===== config.mk =====
export PLATFORM = sky130hd
export DESIGN_NAME = wdt_top
export DESIGN_NICKNAME = d
export VERILOG_FILES = /design/src/include/wdt_pkg.sv /design/src/include/wdt_chain_if.sv /design/src/hw/wdt_chain.sv /design/src/hw/wdt_top.sv
export SDC_FILE = /design/constraint.sdc
export NUM_CORES = 1
export LEC_CHECK = 0
export ABC_AREA = 1
export CORE_MARGIN = 5
export CORE_UTILIZATION = 50
export DETAILED_ROUTE_END_ITERATION = 8
export DONT_BUFFER_PORTS = 1
export GPL_TIMING_DRIVEN = 1
export PLACE_DENSITY_LB_ADDON = 0.25
export SYNTH_ARGS = -nofsm -noshare
export SYNTH_HDL_FRONTEND = slang
export SYNTH_HIERARCHICAL = 1
export SYNTH_SLANG_ARGS = --single-unit

===== constraint.sdc =====
create_clock -name clk_i -period 2.1 [get_ports clk_i]
set_clock_uncertainty 0.1 [all_clocks]
set_input_delay 0.63 -clock clk_i [delete_from_list [all_inputs] [get_ports clk_i]]
set_output_delay 0.63 -clock clk_i [all_outputs]
set_load 0.05 [all_outputs]

===== src/include/wdt_pkg.sv =====
// Purpose: Shared constants and types of the watchdog timeout reset block.
// Assumes: clk_i is the oscillator output clock; one osc cycle is one clk_i cycle.
// Notes: Register indexes are word indexes; byte address is four times the index.
package wdt_pkg;
    // Count chain shape
    localparam int PRE_W = 12;
    localparam int CNT_W = 6;
    localparam int CHAIN_W = PRE_W + CNT_W;
    localparam int SVC_LO = 4;
    // Last chain values before overflow: 262128 and 8176 cycles from zero
    localparam logic [17:0] LONG_LAST = 18'h3ffef;
    localparam logic [12:0] SHORT_LAST = 13'h1fef;
    // Cycle counts
    localparam int RST_PULSE_CYC = 32;
    localparam logic [5:0] PULSE_LAST = 6'(RST_PULSE_CYC - 1);
    localparam int POR_DLY_CYC = 4096;
    localparam logic [12:0] POR_LAST = 13'(POR_DLY_CYC - 1);
    // Register indexes and byte address width
    localparam int ADDR_W = 18;
    localparam logic [15:0] IDX_CFG = 16'h001e;
    localparam logic [15:0] IDX_STAT = 16'h0001;
    localparam logic [15:0] IDX_COUNT = 16'h0002;
    localparam logic [15:0] IDX_SVC = 16'hffff;
    // Configuration fields and reset value
    localparam int CFG_DIS_BIT = 0;
    localparam int CFG_RATE_BIT = 1;
    localparam int CFG_STOP_BIT = 2;
    localparam logic [2:0] CFG_RST = 3'h0;
    // Status fields
    localparam int ST_CAUSE_BIT = 0;
    localparam int ST_DIS_BIT = 1;
    localparam int ST_STOP_BIT = 2;
    localparam int ST_PULSE_BIT = 3;

    typedef enum logic [1:0] {
        WDT_RUN = 2'b00,
        WDT_PULSE = 2'b01,
        WDT_STOPPED = 2'b10
    } wdt_state_t;
endpackage


===== src/include/wdt_chain_if.sv =====
// Purpose: Control and count lines between the watchdog core and its count chain.
// Assumes: Both ends run on the same clock.
// Notes: Clears are levels sampled every cycle.
`timescale 1ns/1ps
interface wdt_chain_if;
    logic run;
    logic clr_all;
    logic clr_pre;
    logic clr_svc;
    logic [wdt_pkg::PRE_W-1:0] pre;
    logic [wdt_pkg::CNT_W-1:0] cnt;
    modport ctl (output run, output clr_all, output clr_pre, output clr_svc,
                 input pre, input cnt);
    modport chain (input run, input clr_all, input clr_pre, input clr_svc,
                   output pre, output cnt);
endinterface


===== src/hw/wdt_chain.sv =====
// Purpose: Prescaler followed by a free-running counter that steps on prescaler carry.
// Assumes: Clear inputs are from logic on the same clock.
// Notes: Service clear keeps the low prescaler bits, so a period may be up to 15 short.
`timescale 1ns/1ps
module wdt_chain #(
    parameter int PRE_W = wdt_pkg::PRE_W,
    parameter int CNT_W = wdt_pkg::CNT_W
) (
    // Clock and reset
    input wire logic clk_i,
    input wire logic sys_rst_i,
    // Chain port
    wdt_chain_if.chain ch
);
    logic [PRE_W-1:0] pre_q;
    logic [CNT_W-1:0] cnt_q;

    always_ff @(posedge clk_i) begin
        if (sys_rst_i || ch.clr_all || ch.clr_pre) begin
            pre_q <= '0;
        end else if (ch.clr_svc) begin
            pre_q <= {{(PRE_W-wdt_pkg::SVC_LO){1'b0}}, pre_q[wdt_pkg::SVC_LO-1:0]};
        end else if (ch.run) begin
            pre_q <= pre_q + 1'b1;
        end
    end

    always_ff @(posedge clk_i) begin
        if (sys_rst_i || ch.clr_all || ch.clr_svc) begin
            cnt_q <= '0;
        end else if (ch.run && !ch.clr_pre && (&pre_q)) begin
            cnt_q <= cnt_q + 1'b1;
        end
    end

    assign ch.pre = pre_q;
    assign ch.cnt = cnt_q;
endmodule


===== src/hw/wdt_top.sv =====
// Purpose: Watchdog that resets the system when software stops servicing it.
// Assumes: APB slave, one wait-free access phase; pins for test voltage are asynchronous.
// Notes: The system reset request is decoded from the state register and held for the whole reset pulse.
//
// Added by the designer: the APB register port.
`timescale 1ns/1ps

module wdt_top (
    // Clock and reset
    input wire logic clk_i,
    input wire logic sys_rst_i,
    // APB slave
    input wire logic psel_i,
    input wire logic penable_i,
    input wire logic pwrite_i,
    input wire logic [wdt_pkg::ADDR_W-1:0] paddr_i,
    input wire logic [31:0] pwdata_i,
    input wire logic [3:0] pstrb_i,
    output logic [31:0] prdata_o,
    output logic pready_o,
    output logic pslverr_o,
    // System events
    input wire logic por_i,
    input wire logic int_rst_i,
    input wire logic vec_fetch_i,
    input wire logic [7:0] vec_low_i,
    input wire logic stop_exec_i,
    input wire logic wake_i,
    input wire logic wait_mode_i,
    input wire logic mon_entry_i,
    input wire logic mon_blank_i,
    input wire logic break_i,
    // Test voltage detectors on the pins
    input wire logic irq_vtst_i,
    input wire logic rst_vtst_i,
    // Reset and stop outputs
    output logic rst_pin_o,
    output logic rst_pin_oe_o,
    output logic sys_rst_req_o,
    output logic illop_rst_o,
    output logic stopped_o
);
    wdt_chain_if ch ();
    wdt_chain #(
        .PRE_W(wdt_pkg::PRE_W),
        .CNT_W(wdt_pkg::CNT_W)
    ) u_chain (
        .clk_i(clk_i),
        .sys_rst_i(sys_rst_i),
        .ch(ch)
    );

    wdt_pkg::wdt_state_t state_q;
    logic [2:0] cfg_q;
    logic cfg_lock_q;
    logic cause_q;
    logic [5:0] pulse_cnt_q;
    logic [12:0] por_cnt_q;
    logic por_busy_q;
    logic por_clr_q;
    logic mon_hold_q;
    logic blank_dis_q;
    logic illop_q;
    logic [1:0] vt_s1_q;
    logic [1:0] vt_s2_q;
    logic [1:0] vt_s3_q;
    logic [1:0] vt_q;
    logic [31:0] rdata_q;
    logic err_q;

    // APB decode
    logic setup;
    logic access;
    logic [15:0] idx;
    logic aligned;
    logic hit;
    logic svc_wr;
    logic cfg_wr;
    logic stat_rd;
    assign setup = psel_i && !penable_i;
    assign access = psel_i && penable_i;
    assign idx = paddr_i[wdt_pkg::ADDR_W-1:2];
    assign aligned = (paddr_i[1:0] == 2'b00);
    assign hit = aligned && (idx == wdt_pkg::IDX_CFG || idx == wdt_pkg::IDX_STAT ||
                             idx == wdt_pkg::IDX_COUNT || idx == wdt_pkg::IDX_SVC);
    assign svc_wr = access && pwrite_i && hit && (idx == wdt_pkg::IDX_SVC);
    assign cfg_wr = access && pwrite_i && hit && (idx == wdt_pkg::IDX_CFG);
    assign stat_rd = access && !pwrite_i && hit && (idx == wdt_pkg::IDX_STAT);
    assign pready_o = 1'b1;

    // Test voltage levels: three flops, a change counts once stages two and three agree
    always_ff @(posedge clk_i) begin
        if (sys_rst_i) begin
            vt_s1_q <= 2'h0;
            vt_s2_q <= 2'h0;
            vt_s3_q <= 2'h0;
            vt_q <= 2'h0;
        end else begin
            vt_s1_q <= {rst_vtst_i, irq_vtst_i};
            vt_s2_q <= vt_s1_q;
            vt_s3_q <= vt_s2_q;
            for (int i = 0; i < 2; i++) begin
                if (vt_s2_q[i] == vt_s3_q[i]) begin
                    vt_q[i] <= vt_s3_q[i];
                end
            end
        end
    end

    // Disable sources
    logic irq_vt;
    logic rst_vt;
    logic eff_dis;
    assign irq_vt = vt_q[0];
    assign rst_vt = vt_q[1];

    always_ff @(posedge clk_i) begin
        if (sys_rst_i) begin
            mon_hold_q <= 1'b0;
        end else if (mon_entry_i && irq_vt) begin
            mon_hold_q <= 1'b1;
        end else if (!irq_vt && !rst_vt) begin
            mon_hold_q <= 1'b0;
        end
    end

    // Only power-up lifts the blank-vector hold; ordinary resets leave it
    always_ff @(posedge clk_i) begin
        if (por_i) begin
            blank_dis_q <= 1'b0;
        end else if (mon_entry_i && mon_blank_i && !irq_vt) begin
            blank_dis_q <= 1'b1;
        end
    end

    assign eff_dis = cfg_q[wdt_pkg::CFG_DIS_BIT] || mon_hold_q || blank_dis_q ||
                     (break_i && rst_vt);

    // Configuration latches: written once after each reset
    always_ff @(posedge clk_i) begin
        if (sys_rst_i) begin
            cfg_q <= wdt_pkg::CFG_RST;
            cfg_lock_q <= 1'b0;
        end else if (cfg_wr && !cfg_lock_q && pstrb_i[0]) begin
            cfg_q <= pwdata_i[2:0];
            cfg_lock_q <= 1'b1;
        end
    end

    // Power-up delay before the prescaler clear
    // Power-up outranks the system reset that comes with it, or the delay would never start
    always_ff @(posedge clk_i) begin
        if (por_i) begin
            por_cnt_q <= 13'h0;
            por_busy_q <= 1'b1;
            por_clr_q <= 1'b0;
        end else if (sys_rst_i) begin
            por_cnt_q <= 13'h0;
            por_busy_q <= 1'b0;
            por_clr_q <= 1'b0;
        end else if (por_busy_q) begin
            por_cnt_q <= por_cnt_q + 13'h1;
            por_clr_q <= (por_cnt_q == wdt_pkg::POR_LAST);
            por_busy_q <= (por_cnt_q != wdt_pkg::POR_LAST);
        end else begin
            por_clr_q <= 1'b0;
        end
    end

    // Overflow decode on the chain value
    logic [17:0] chain;
    logic running;
    logic fire;
    assign chain = {ch.cnt, ch.pre};
    assign running = (state_q == wdt_pkg::WDT_RUN) && !eff_dis;
    assign fire = running && !int_rst_i &&
                  (cfg_q[wdt_pkg::CFG_RATE_BIT] ? (chain[12:0] == wdt_pkg::SHORT_LAST)
                                               : (chain == wdt_pkg::LONG_LAST));

    // Chain control; wait mode is not a term here, so the chain keeps counting in it
    assign ch.run = running;
    assign ch.clr_all = int_rst_i || eff_dis || (state_q == wdt_pkg::WDT_PULSE);
    assign ch.clr_pre = por_clr_q || vec_fetch_i ||
                        (stop_exec_i && cfg_q[wdt_pkg::CFG_STOP_BIT]);
    assign ch.clr_svc = svc_wr;

    // Main sequencer
    always_ff @(posedge clk_i) begin
        if (sys_rst_i) begin
            state_q <= wdt_pkg::WDT_RUN;
            pulse_cnt_q <= 6'h0;
        end else begin
            unique case (state_q)
                wdt_pkg::WDT_RUN: begin
                    pulse_cnt_q <= 6'h0;
                    if (fire) begin
                        state_q <= wdt_pkg::WDT_PULSE;
                    end else if (stop_exec_i && cfg_q[wdt_pkg::CFG_STOP_BIT]) begin
                        state_q <= wdt_pkg::WDT_STOPPED;
                    end
                end
                wdt_pkg::WDT_PULSE: begin
                    pulse_cnt_q <= pulse_cnt_q + 6'h1;
                    if (pulse_cnt_q == wdt_pkg::PULSE_LAST) begin
                        state_q <= wdt_pkg::WDT_RUN;
                    end
                end
                wdt_pkg::WDT_STOPPED: begin
                    if (wake_i || int_rst_i) begin
                        state_q <= wdt_pkg::WDT_RUN;
                    end
                end
                default: begin
                    state_q <= wdt_pkg::WDT_RUN;
                end
            endcase
        end
    end

    // Reset pin driven low and request held for the pulse; no interrupt output exists
    assign sys_rst_req_o = (state_q == wdt_pkg::WDT_PULSE);
    assign rst_pin_oe_o = (state_q == wdt_pkg::WDT_PULSE);
    assign rst_pin_o = 1'b0;
    assign stopped_o = (state_q == wdt_pkg::WDT_STOPPED);

    // Illegal-opcode reset when stop is not allowed
    always_ff @(posedge clk_i) begin
        if (sys_rst_i) begin
            illop_q <= 1'b0;
        end else begin
            illop_q <= stop_exec_i && !cfg_q[wdt_pkg::CFG_STOP_BIT] &&
                       (state_q == wdt_pkg::WDT_RUN);
        end
    end
    assign illop_rst_o = illop_q;

    // Cause flag: a new timeout wins over the clear-on-read
    always_ff @(posedge clk_i) begin
        if (sys_rst_i) begin
            cause_q <= 1'b0;
        end else if (fire) begin
            cause_q <= 1'b1;
        end else if (stat_rd) begin
            cause_q <= 1'b0;
        end
    end

    // Read data captured in the setup cycle so it comes from a flop
    always_ff @(posedge clk_i) begin
        if (sys_rst_i) begin
            rdata_q <= 32'h0;
            err_q <= 1'b0;
        end else if (setup) begin
            err_q <= !hit;
            rdata_q <= 32'h0;
            if (hit && !pwrite_i) begin
                unique case (idx)
                    wdt_pkg::IDX_CFG: rdata_q <= {29'h0, cfg_q};
                    wdt_pkg::IDX_STAT: begin
                        rdata_q <= {28'h0, (state_q == wdt_pkg::WDT_PULSE),
                                    (state_q == wdt_pkg::WDT_STOPPED), eff_dis, cause_q};
                    end
                    wdt_pkg::IDX_COUNT: rdata_q <= {14'h0, chain};
                    wdt_pkg::IDX_SVC: rdata_q <= {24'h0, vec_low_i};
                    default: rdata_q <= 32'h0;
                endcase
            end
        end
    end
    assign prdata_o = rdata_q;
    assign pslverr_o = err_q;

    // Checks
    a_pulse_len: assert property (@(posedge clk_i) disable iff (sys_rst_i)
        $rose(sys_rst_req_o) |-> ##31 sys_rst_req_o ##1 !sys_rst_req_o)
        else $error("reset pulse is not 32 cycles");
    a_cause_flag: assert property (@(posedge clk_i) disable iff (sys_rst_i)
        $rose(sys_rst_req_o) |-> cause_q && rst_pin_oe_o && !rst_pin_o)
        else $error("timeout without cause flag or pin drive");
    a_short_rate: assert property (@(posedge clk_i) disable iff (sys_rst_i)
        (running && !int_rst_i && cfg_q[1] && chain[12:0] == 13'h1fef) |=> sys_rst_req_o)
        else $error("short timeout missed");
    a_long_rate: assert property (@(posedge clk_i) disable iff (sys_rst_i)
        (running && !cfg_q[1] && chain[12:0] == 13'h1fef && ch.cnt[5:1] != 5'h1f)
        |=> !sys_rst_req_o)
        else $error("long rate fired early");
    a_dis_quiet: assert property (@(posedge clk_i) disable iff (sys_rst_i)
        eff_dis |=> !$rose(sys_rst_req_o))
        else $error("reset while disabled");
    a_svc_clear: assert property (@(posedge clk_i) disable iff (sys_rst_i)
        svc_wr |=> (ch.cnt == 6'h0) && (ch.pre[11:4] == 8'h0))
        else $error("service write did not clear chain");
    a_stop_hold: assert property (@(posedge clk_i) disable iff (sys_rst_i)
        (stopped_o && $past(stopped_o) && !$past(ch.clr_pre || ch.clr_all || ch.clr_svc))
        |-> $stable(chain))
        else $error("chain moved in stop mode");
    a_illop_rst: assert property (@(posedge clk_i) disable iff (sys_rst_i)
        (stop_exec_i && !cfg_q[2] && state_q == wdt_pkg::WDT_RUN) |=> illop_rst_o && !stopped_o)
        else $error("disabled stop did not give illegal-opcode reset");
    a_por_clear: assert property (@(posedge clk_i) disable iff (sys_rst_i)
        (por_busy_q && !por_i && por_cnt_q == 13'hfff) |=> ##1 (ch.pre == 12'h0))
        else $error("prescaler not cleared after power-up delay");
    a_vec_read: assert property (@(posedge clk_i) disable iff (sys_rst_i)
        (setup && !pwrite_i && aligned && idx == 16'hffff) |=> prdata_o == {24'h0, $past(vec_low_i)})
        else $error("service read did not return vector byte");
    a_mon_hold: assert property (@(posedge clk_i) disable iff (sys_rst_i)
        (mon_entry_i && irq_vt) |=> (eff_dis && !sys_rst_req_o))
        else $error("monitor entry with test voltage left watchdog on");
    a_wait_run: assert property (@(posedge clk_i) disable iff (sys_rst_i)
        (wait_mode_i && ch.run && !ch.clr_all && !ch.clr_pre && !ch.clr_svc)
        |=> !$stable(chain))
        else $error("chain stalled in wait mode");
    a_vec_clear: assert property (@(posedge clk_i) disable iff (sys_rst_i)
        vec_fetch_i |=> (ch.pre == 12'h0))
        else $error("vector fetch did not clear prescaler");
    a_int_clear: assert property (@(posedge clk_i) disable iff (sys_rst_i)
        int_rst_i |=> (chain == 18'h0))
        else $error("internal reset did not clear chain");
endmodule


# ---- Word-level counts from Yosys, hierarchy flattened
# Cells that the tools add are included.
dict set report totals {
  regBits 90
  latch_bits 0
  ramBits 0
  romBits 0
  in_bits 78
  output_inout_bits 39
  elab_cells 119
  mem_count 0
}
dict set report op_classes {
  n_addsub 4
  multipliers 0
  n_div 0
  order_cmp 0
  eq_ne 16
  shift 0
  mux 15
  bitwise 2
  n_reduce_logical 61
}
# operator n
set op_table {}
lappend op_table {{case mux 18 bit (4 select lines)} 1}
lappend op_table {{logical AND 1 bit} 26}
lappend op_table {{equality test 18 bit, second input constant} 1}
lappend op_table {{2-to-1 mux 18 bit} 1}
lappend op_table {{equality test 16 x 1 -> 1 bit, second input constant} 1}
lappend op_table {{equality test 16 bit, second input constant} 1}
lappend op_table {{equality test 16 x 2 -> 1 bit, second input constant} 1}
lappend op_table {{equality test 16 x 5 -> 1 bit, second input constant} 1}
lappend op_table {{logical OR 1 bit} 14}
lappend op_table {{adder 13 x 1 -> 13 bit, second input constant} 1}
lappend op_table {{equality test 13 x 12 -> 1 bit, second input constant} 1}
lappend op_table {{equality test 13 bit, second input constant} 1}
lappend op_table {{!= test 13 x 12 -> 1 bit, second input constant} 1}
lappend op_table {{adder 12 x 1 -> 12 bit, second input constant} 1}
lappend op_table {{adder 6 x 1 -> 6 bit, second input constant} 2}
lappend op_table {{case mux 6 bit (2 select lines)} 1}
lappend op_table {{AND reduction 12 bit} 1}
lappend op_table {{logical NOT 1 bit} 10}
lappend op_table {{2-to-1 mux 2 bit} 4}
lappend op_table {{2-to-1 mux 1 bit} 7}
lappend op_table {{equality test 6 x 5 -> 1 bit, second input constant} 1}
lappend op_table {{case mux 2 bit (3 select lines)} 1}
lappend op_table {{nonzero test 2 bit} 3}
lappend op_table {{logical NOT 2 bit} 2}
lappend op_table {{10 further kinds} 14}

# ---- Longest topological paths before layout
dict set report logic_depth {
  ltp_word 9
  ltp_mapped 16
  depth_no_buf 16
}

# ---- Modules after synthesis
# The synthesis kept the hierarchy.
# mod n_inst cells_per_inst area_per_inst_um2 seq_area_each_um2
set by_module_without_submodules {}
lappend by_module_without_submodules {wdt_top 1 459 3146.8 1161.1}
lappend by_module_without_submodules {wdt_chain 1 140 934.6 360.3}

# ---- Worst setup path after synthesis
# OpenSTA, ideal clock, no wires.
dict set report synth_timing {
  path_type {register -> output}
  startpoint {register state_q[1]}
  endpoint {output sys_rst_req_o}
  t_arrival_ps 1504
  required_ps 1370
  path_slack_ps -134
  path_stages_with_launch 3
  n_path_buf 1
  cell_sequence {dfxtp_1 -> nor2_1 -> buf_4}
}
dict set report synth_via {
  elab_chain_len 1
}
# item line_no
set synth_lines {}
lappend synth_lines {{start, declared} wdt_top.sv:53} ;# wdt_pkg::wdt_state_t state_q;
lappend synth_lines {{start signal, assigned} wdt_top.sv:190} ;# state_q <= wdt_pkg::WDT_RUN;
lappend synth_lines {{start signal, assigned} wdt_top.sv:197} ;# state_q <= wdt_pkg::WDT_PULSE;
lappend synth_lines {{start signal, assigned} wdt_top.sv:199} ;# state_q <= wdt_pkg::WDT_STOPPED;
lappend synth_lines {{equality test 2 x 1 -> 1 bit} -}
lappend synth_lines {{end, declared} wdt_top.sv:39} ;# output logic sys_rst_req_o,
# Every way passes these cells.

# ---- Worst setup path after layout
dict set report layout_timing {
  startpoint {register state_q[0]}
  endpoint {output rst_pin_oe_o}
}
dict set report layout_via {
  elab_chain_len 1
}
# item line_no
set layout_lines {}
lappend layout_lines {{equality test 2 x 1 -> 1 bit} wdt_top.sv:222} ;# assign rst_pin_oe_o = (state_q == wdt_pkg::WDT_PULSE);
lappend layout_lines {{end, declared} wdt_top.sv:38} ;# output logic rst_pin_oe_o,
# Every way passes these cells.

==> impl_metrics.py <==
metrics = {
    "floorplan": {
        "coreArea_sq_um": 8090,
        "initial_core_util_pct": 50.4,
        "ioPinCount": 117,
        "die_x_microns": 100,
        "die_area_sq_um": 10100,
        "num_rows": 33,
        "die_h_microns": 100,
    },
    "yosys": {
        "synth-adder-area-share_pct": 1.23,
        "synth_cell_types": 37,
        "syn_avg_cell_area_sq_um": 6.81,
        "syn_area_sq_um": 4080,
        "synth_simple_gate_area_share_pct": 39.9,
        "ys_seq_elements": 76,
        "synth.area.mux_share_pct": 0,
        "synth_compound_area_share_pct": 9.47,
        "synth-xor-area-share_pct": 0.858,
        "synth_top_family_by_area": "simple AND/OR/NAND/NOR gates",
        "ys_seq_area_share_pct": 37.3,
        "syn_inst": 599,
        "ys_warn_count": 6,
    },
    "setup_path": {
        "critical_path.startpoint_type": "flop",
        "slowest_delay_ns": 0.38,
        "worstPathRequired_ns": 1.37,
        "critical_path_class": "flop to primary output",
        "critical_path.max_fanout": 5,
        "end_kind": "primary output",
        "worst_ep_arrival_time_ns": 1.32,
        "crit_chain": "inv_1 -> nor2_2 -> buf_12",
        "crit_path_top_delay_cell": "dfxtp_1",
    },
    "clocking": {
        "clk_pin_slew_ns": 0.10,
        "post_cts_buffers": 0,
        "cts-buffers-inserted": 9,
        "cts_hold_buf": 0,
        "insertion_delay_ns": 0.36,
        "clk_path_buf_depth": 2,
        "cts_tree": "done",
        "cts_num_sinks": 76,
        "cts-root-buf": "clkbuf_8",
        "htreeDepth": 3,
    },
    "layout": {
        "design_area_sq_um": 4570,
        "n_antenna_cell": 0,
        "num-nets-final": 712,
        "area_delta_synth_final_pct": 11.9,
        "fill_cells": 815,
        "mostFrequentLayoutCell": "nand2_1",
        "drive_gt1_share_pct": 14.3,
        "post_layout_nonfiller_instances": 740,
        "layout_common_cells": "139 x nand2_1, 79 x nor2_1, 75 x dfxtp_1",
        "utilization_pct": 56.4,
    },
    "timing": {
        "finalSetupViolCount": 0,
        "rsz0062_at_grt": "false",
        "relSlewSlack_pct": 61.5,
        "hold_viol": 0,
        "whs_ns": 0.225,
        "maxSlewViolCount": 0,
        "fin_crit_sh_pct": 97.4,
        "period_needed_ns": 2.05,
        "worst_pin_slew_ns": 0.577,
        "max_freq_mhz": 489,
    },
    "min_path": {
        "min_path_type": "input pin to flop",
    },
    "power": {
        "pwr-share-seq_pct": 53.5,
        "leakagePower_nw": 1.83,
        "p_int_mw": 1.96,
        "peakVddDrop_mv": 0.463,
        "p_comb_share_pct": 7.3,
        "swShare_pct": 28.7,
        "p_sw_mw": 0.788,
        "power_density_nw_per_um2": 602,
        "p_clk_share_pct": 39.2,
        "finalPower_mw": 2.75,
    },
    "route": {
        "vias": 3809,
        "via_per_inst": 5.15,
        "post_drt_wl_per_cell_microns": 13.2,
        "ant_nets": 0,
        "drc": 0,
        "drtIter0Drc": 224,
        "finalWirelength_microns": 9780,
        "dr.pass1.iters": 5,
    },
    "global_routing": {
        "grt_start_max_net_pins": 34,
        "grt_pass1_vias": 3582,
        "grt_overflow": 0,
        "antenna_found_initial": 0,
        "grt_pass1_wl_microns": 15800,
        "grt_use_total_pct": 19.5,
    },
    "place": {
        "numPortBuffers": 0,
        "dpl_cell_area_sq_um": 4380,
        "dp_hpwl_microns": 7590,
        "gp_congestion": 0.881,
        "numPlacedInstances": 724,
    },
    "run_status": {
        "status": "finished, final reports clean",
    },
    "flow_run": {
        "maxCapViolations": 0,
    },
}
## flip-flops by register name, summed over array words and instances, names as in the netlist, 2 cells and up
register,flops
u_chain/ch.cnt,6
vt_q,2
vt_s2_q,2
state_q,2
u_chain/ch.pre,12
vt_s3_q,2
prdata_o,18
cfg_q,3
por_cnt_q,13
vt_s1_q,2
pulse_cnt_q,6
## cell type report
type,instances,area (sq um),share of cell area [%]
multi-input combinational,438,2200,48.1
sequential,76,1520,33.3
inverter,73,274,6.00
timing repair buffer,32,253,5.53
tap,105,131,2.88
clock buffer,9,124,2.71
clock inverter,7,63.8,1.40
## critical path: cells and delay by family (launching register included)
family	cells	cell delay (ns)
flip-flops	1	0.38
buffers and inverters	2	0.29
AND/OR/NAND/NOR	1	0.29
## synthesized netlist by cell type
library cell / n / area share, %
nand2_1: 139 / 13
nor2_1: 87 / 8.0
dfxtp_1: 76 / 37
inv_1: 72 / 6.6
a21oi_1: 50 / 6.1
nand3_1: 34 / 4.2
nand4_1: 27 / 4.1
buf_4: 17 / 3.1
nor3_1: 16 / 2.0
o21ai_0: 15 / 1.8
nor2_2: 10 / 1.5
nor2_4: 9 / 2.5
nand2_4: 5 / 1.4
clkbuf_1: 4 / 0.37
ha_1: 4 / 1.2
buf_2: 3 / 0.37
nand2_2: 3 / 0.46
o21a_1: 3 / 0.55
buf_6: 2 / 0.55
conb_1: 2 / 0.18
nor4_1: 2 / 0.31
o211ai_1: 2 / 0.37
xnor2_1: 2 / 0.43
xor2_1: 2 / 0.43
a211oi_1: 1 / 0.18
a31o_2: 1 / 0.21
and3_1: 1 / 0.15
clkinv_1: 1 / 0.092
nand3b_1: 1 / 0.18
nand4_2: 1 / 0.31
nand4_4: 1 / 0.52
nor2_8: 1 / 0.49
nor3_2: 1 / 0.25
nor3_4: 1 / 0.40
nor3b_1: 1 / 0.18
o31ai_1: 1 / 0.18
or2_0: 1 / 0.15
## worst paths after layout
path / slack [ns] / cells past startpoint / endpoint / start
worst max-delay path: 0.05 / 3 / rst_pin_oe_o / state_q[0]
worst min-delay path: 0.22 / 1 / blank_dis_q / por_i
worst max register to register: 0.32 / 9 / u_chain/ch.pre[8] / mon_hold_q
worst min register to register: 0.31 / 2 / vt_s2_q[1] / vt_s1_q[1]
## per-stage QoR
stage / worst slack (ns) / setup TNS [ns]
final: 0.0549 / 0
after global routing: 0.0126 / 0
after CTS: 0.0585 / 0
after detailed placement: -0.0825 / -1.03
after global placement: -0.0604 / -0.622
after floorplan: 0.00191 / 0
## layer usage
metal	up-vias	track usage (%)	wire length [microns]	part of all wire, %
li1	1968	-	-	-
met1	1718	24.0	4290	44
met2	103	33.0	4600	47
met3	20	3.75	640	6.5
met4	0	8.70	236	2.4
met5	-	0	0	0
## power by group through the flow
stage	Combinational (mW)	Sequential (mW)	Clock (mW)
after floorplan	0.189	1.50	0
after CTS	0.200	1.47	1.10
after global placement	0.195	1.50	0
after detailed placement	0.200	1.50	0
after global routing	0.220	1.47	1.17
final	0.202	1.47	1.08
## what timing repair did
item,in CTS,in global routing
gates resized for setup,1,1
setup endpoints to repair,1,1
pin swaps,0,0
## cells by family (layout without fill, tap and decap cells)
group | count (synthesis) | after routing
AND/OR/NAND/NOR | 341 | 341
buffers and inverters | 99 | 121
flip-flops | 76 | 76
AO/OA/AOI/OAI | 73 | 73
adder cells (fa/ha/maj) | 4 | 4
XOR/XNOR | 4 | 4
other | 2 | 16
No activity file was read; power rests on OpenSTA's default activity.
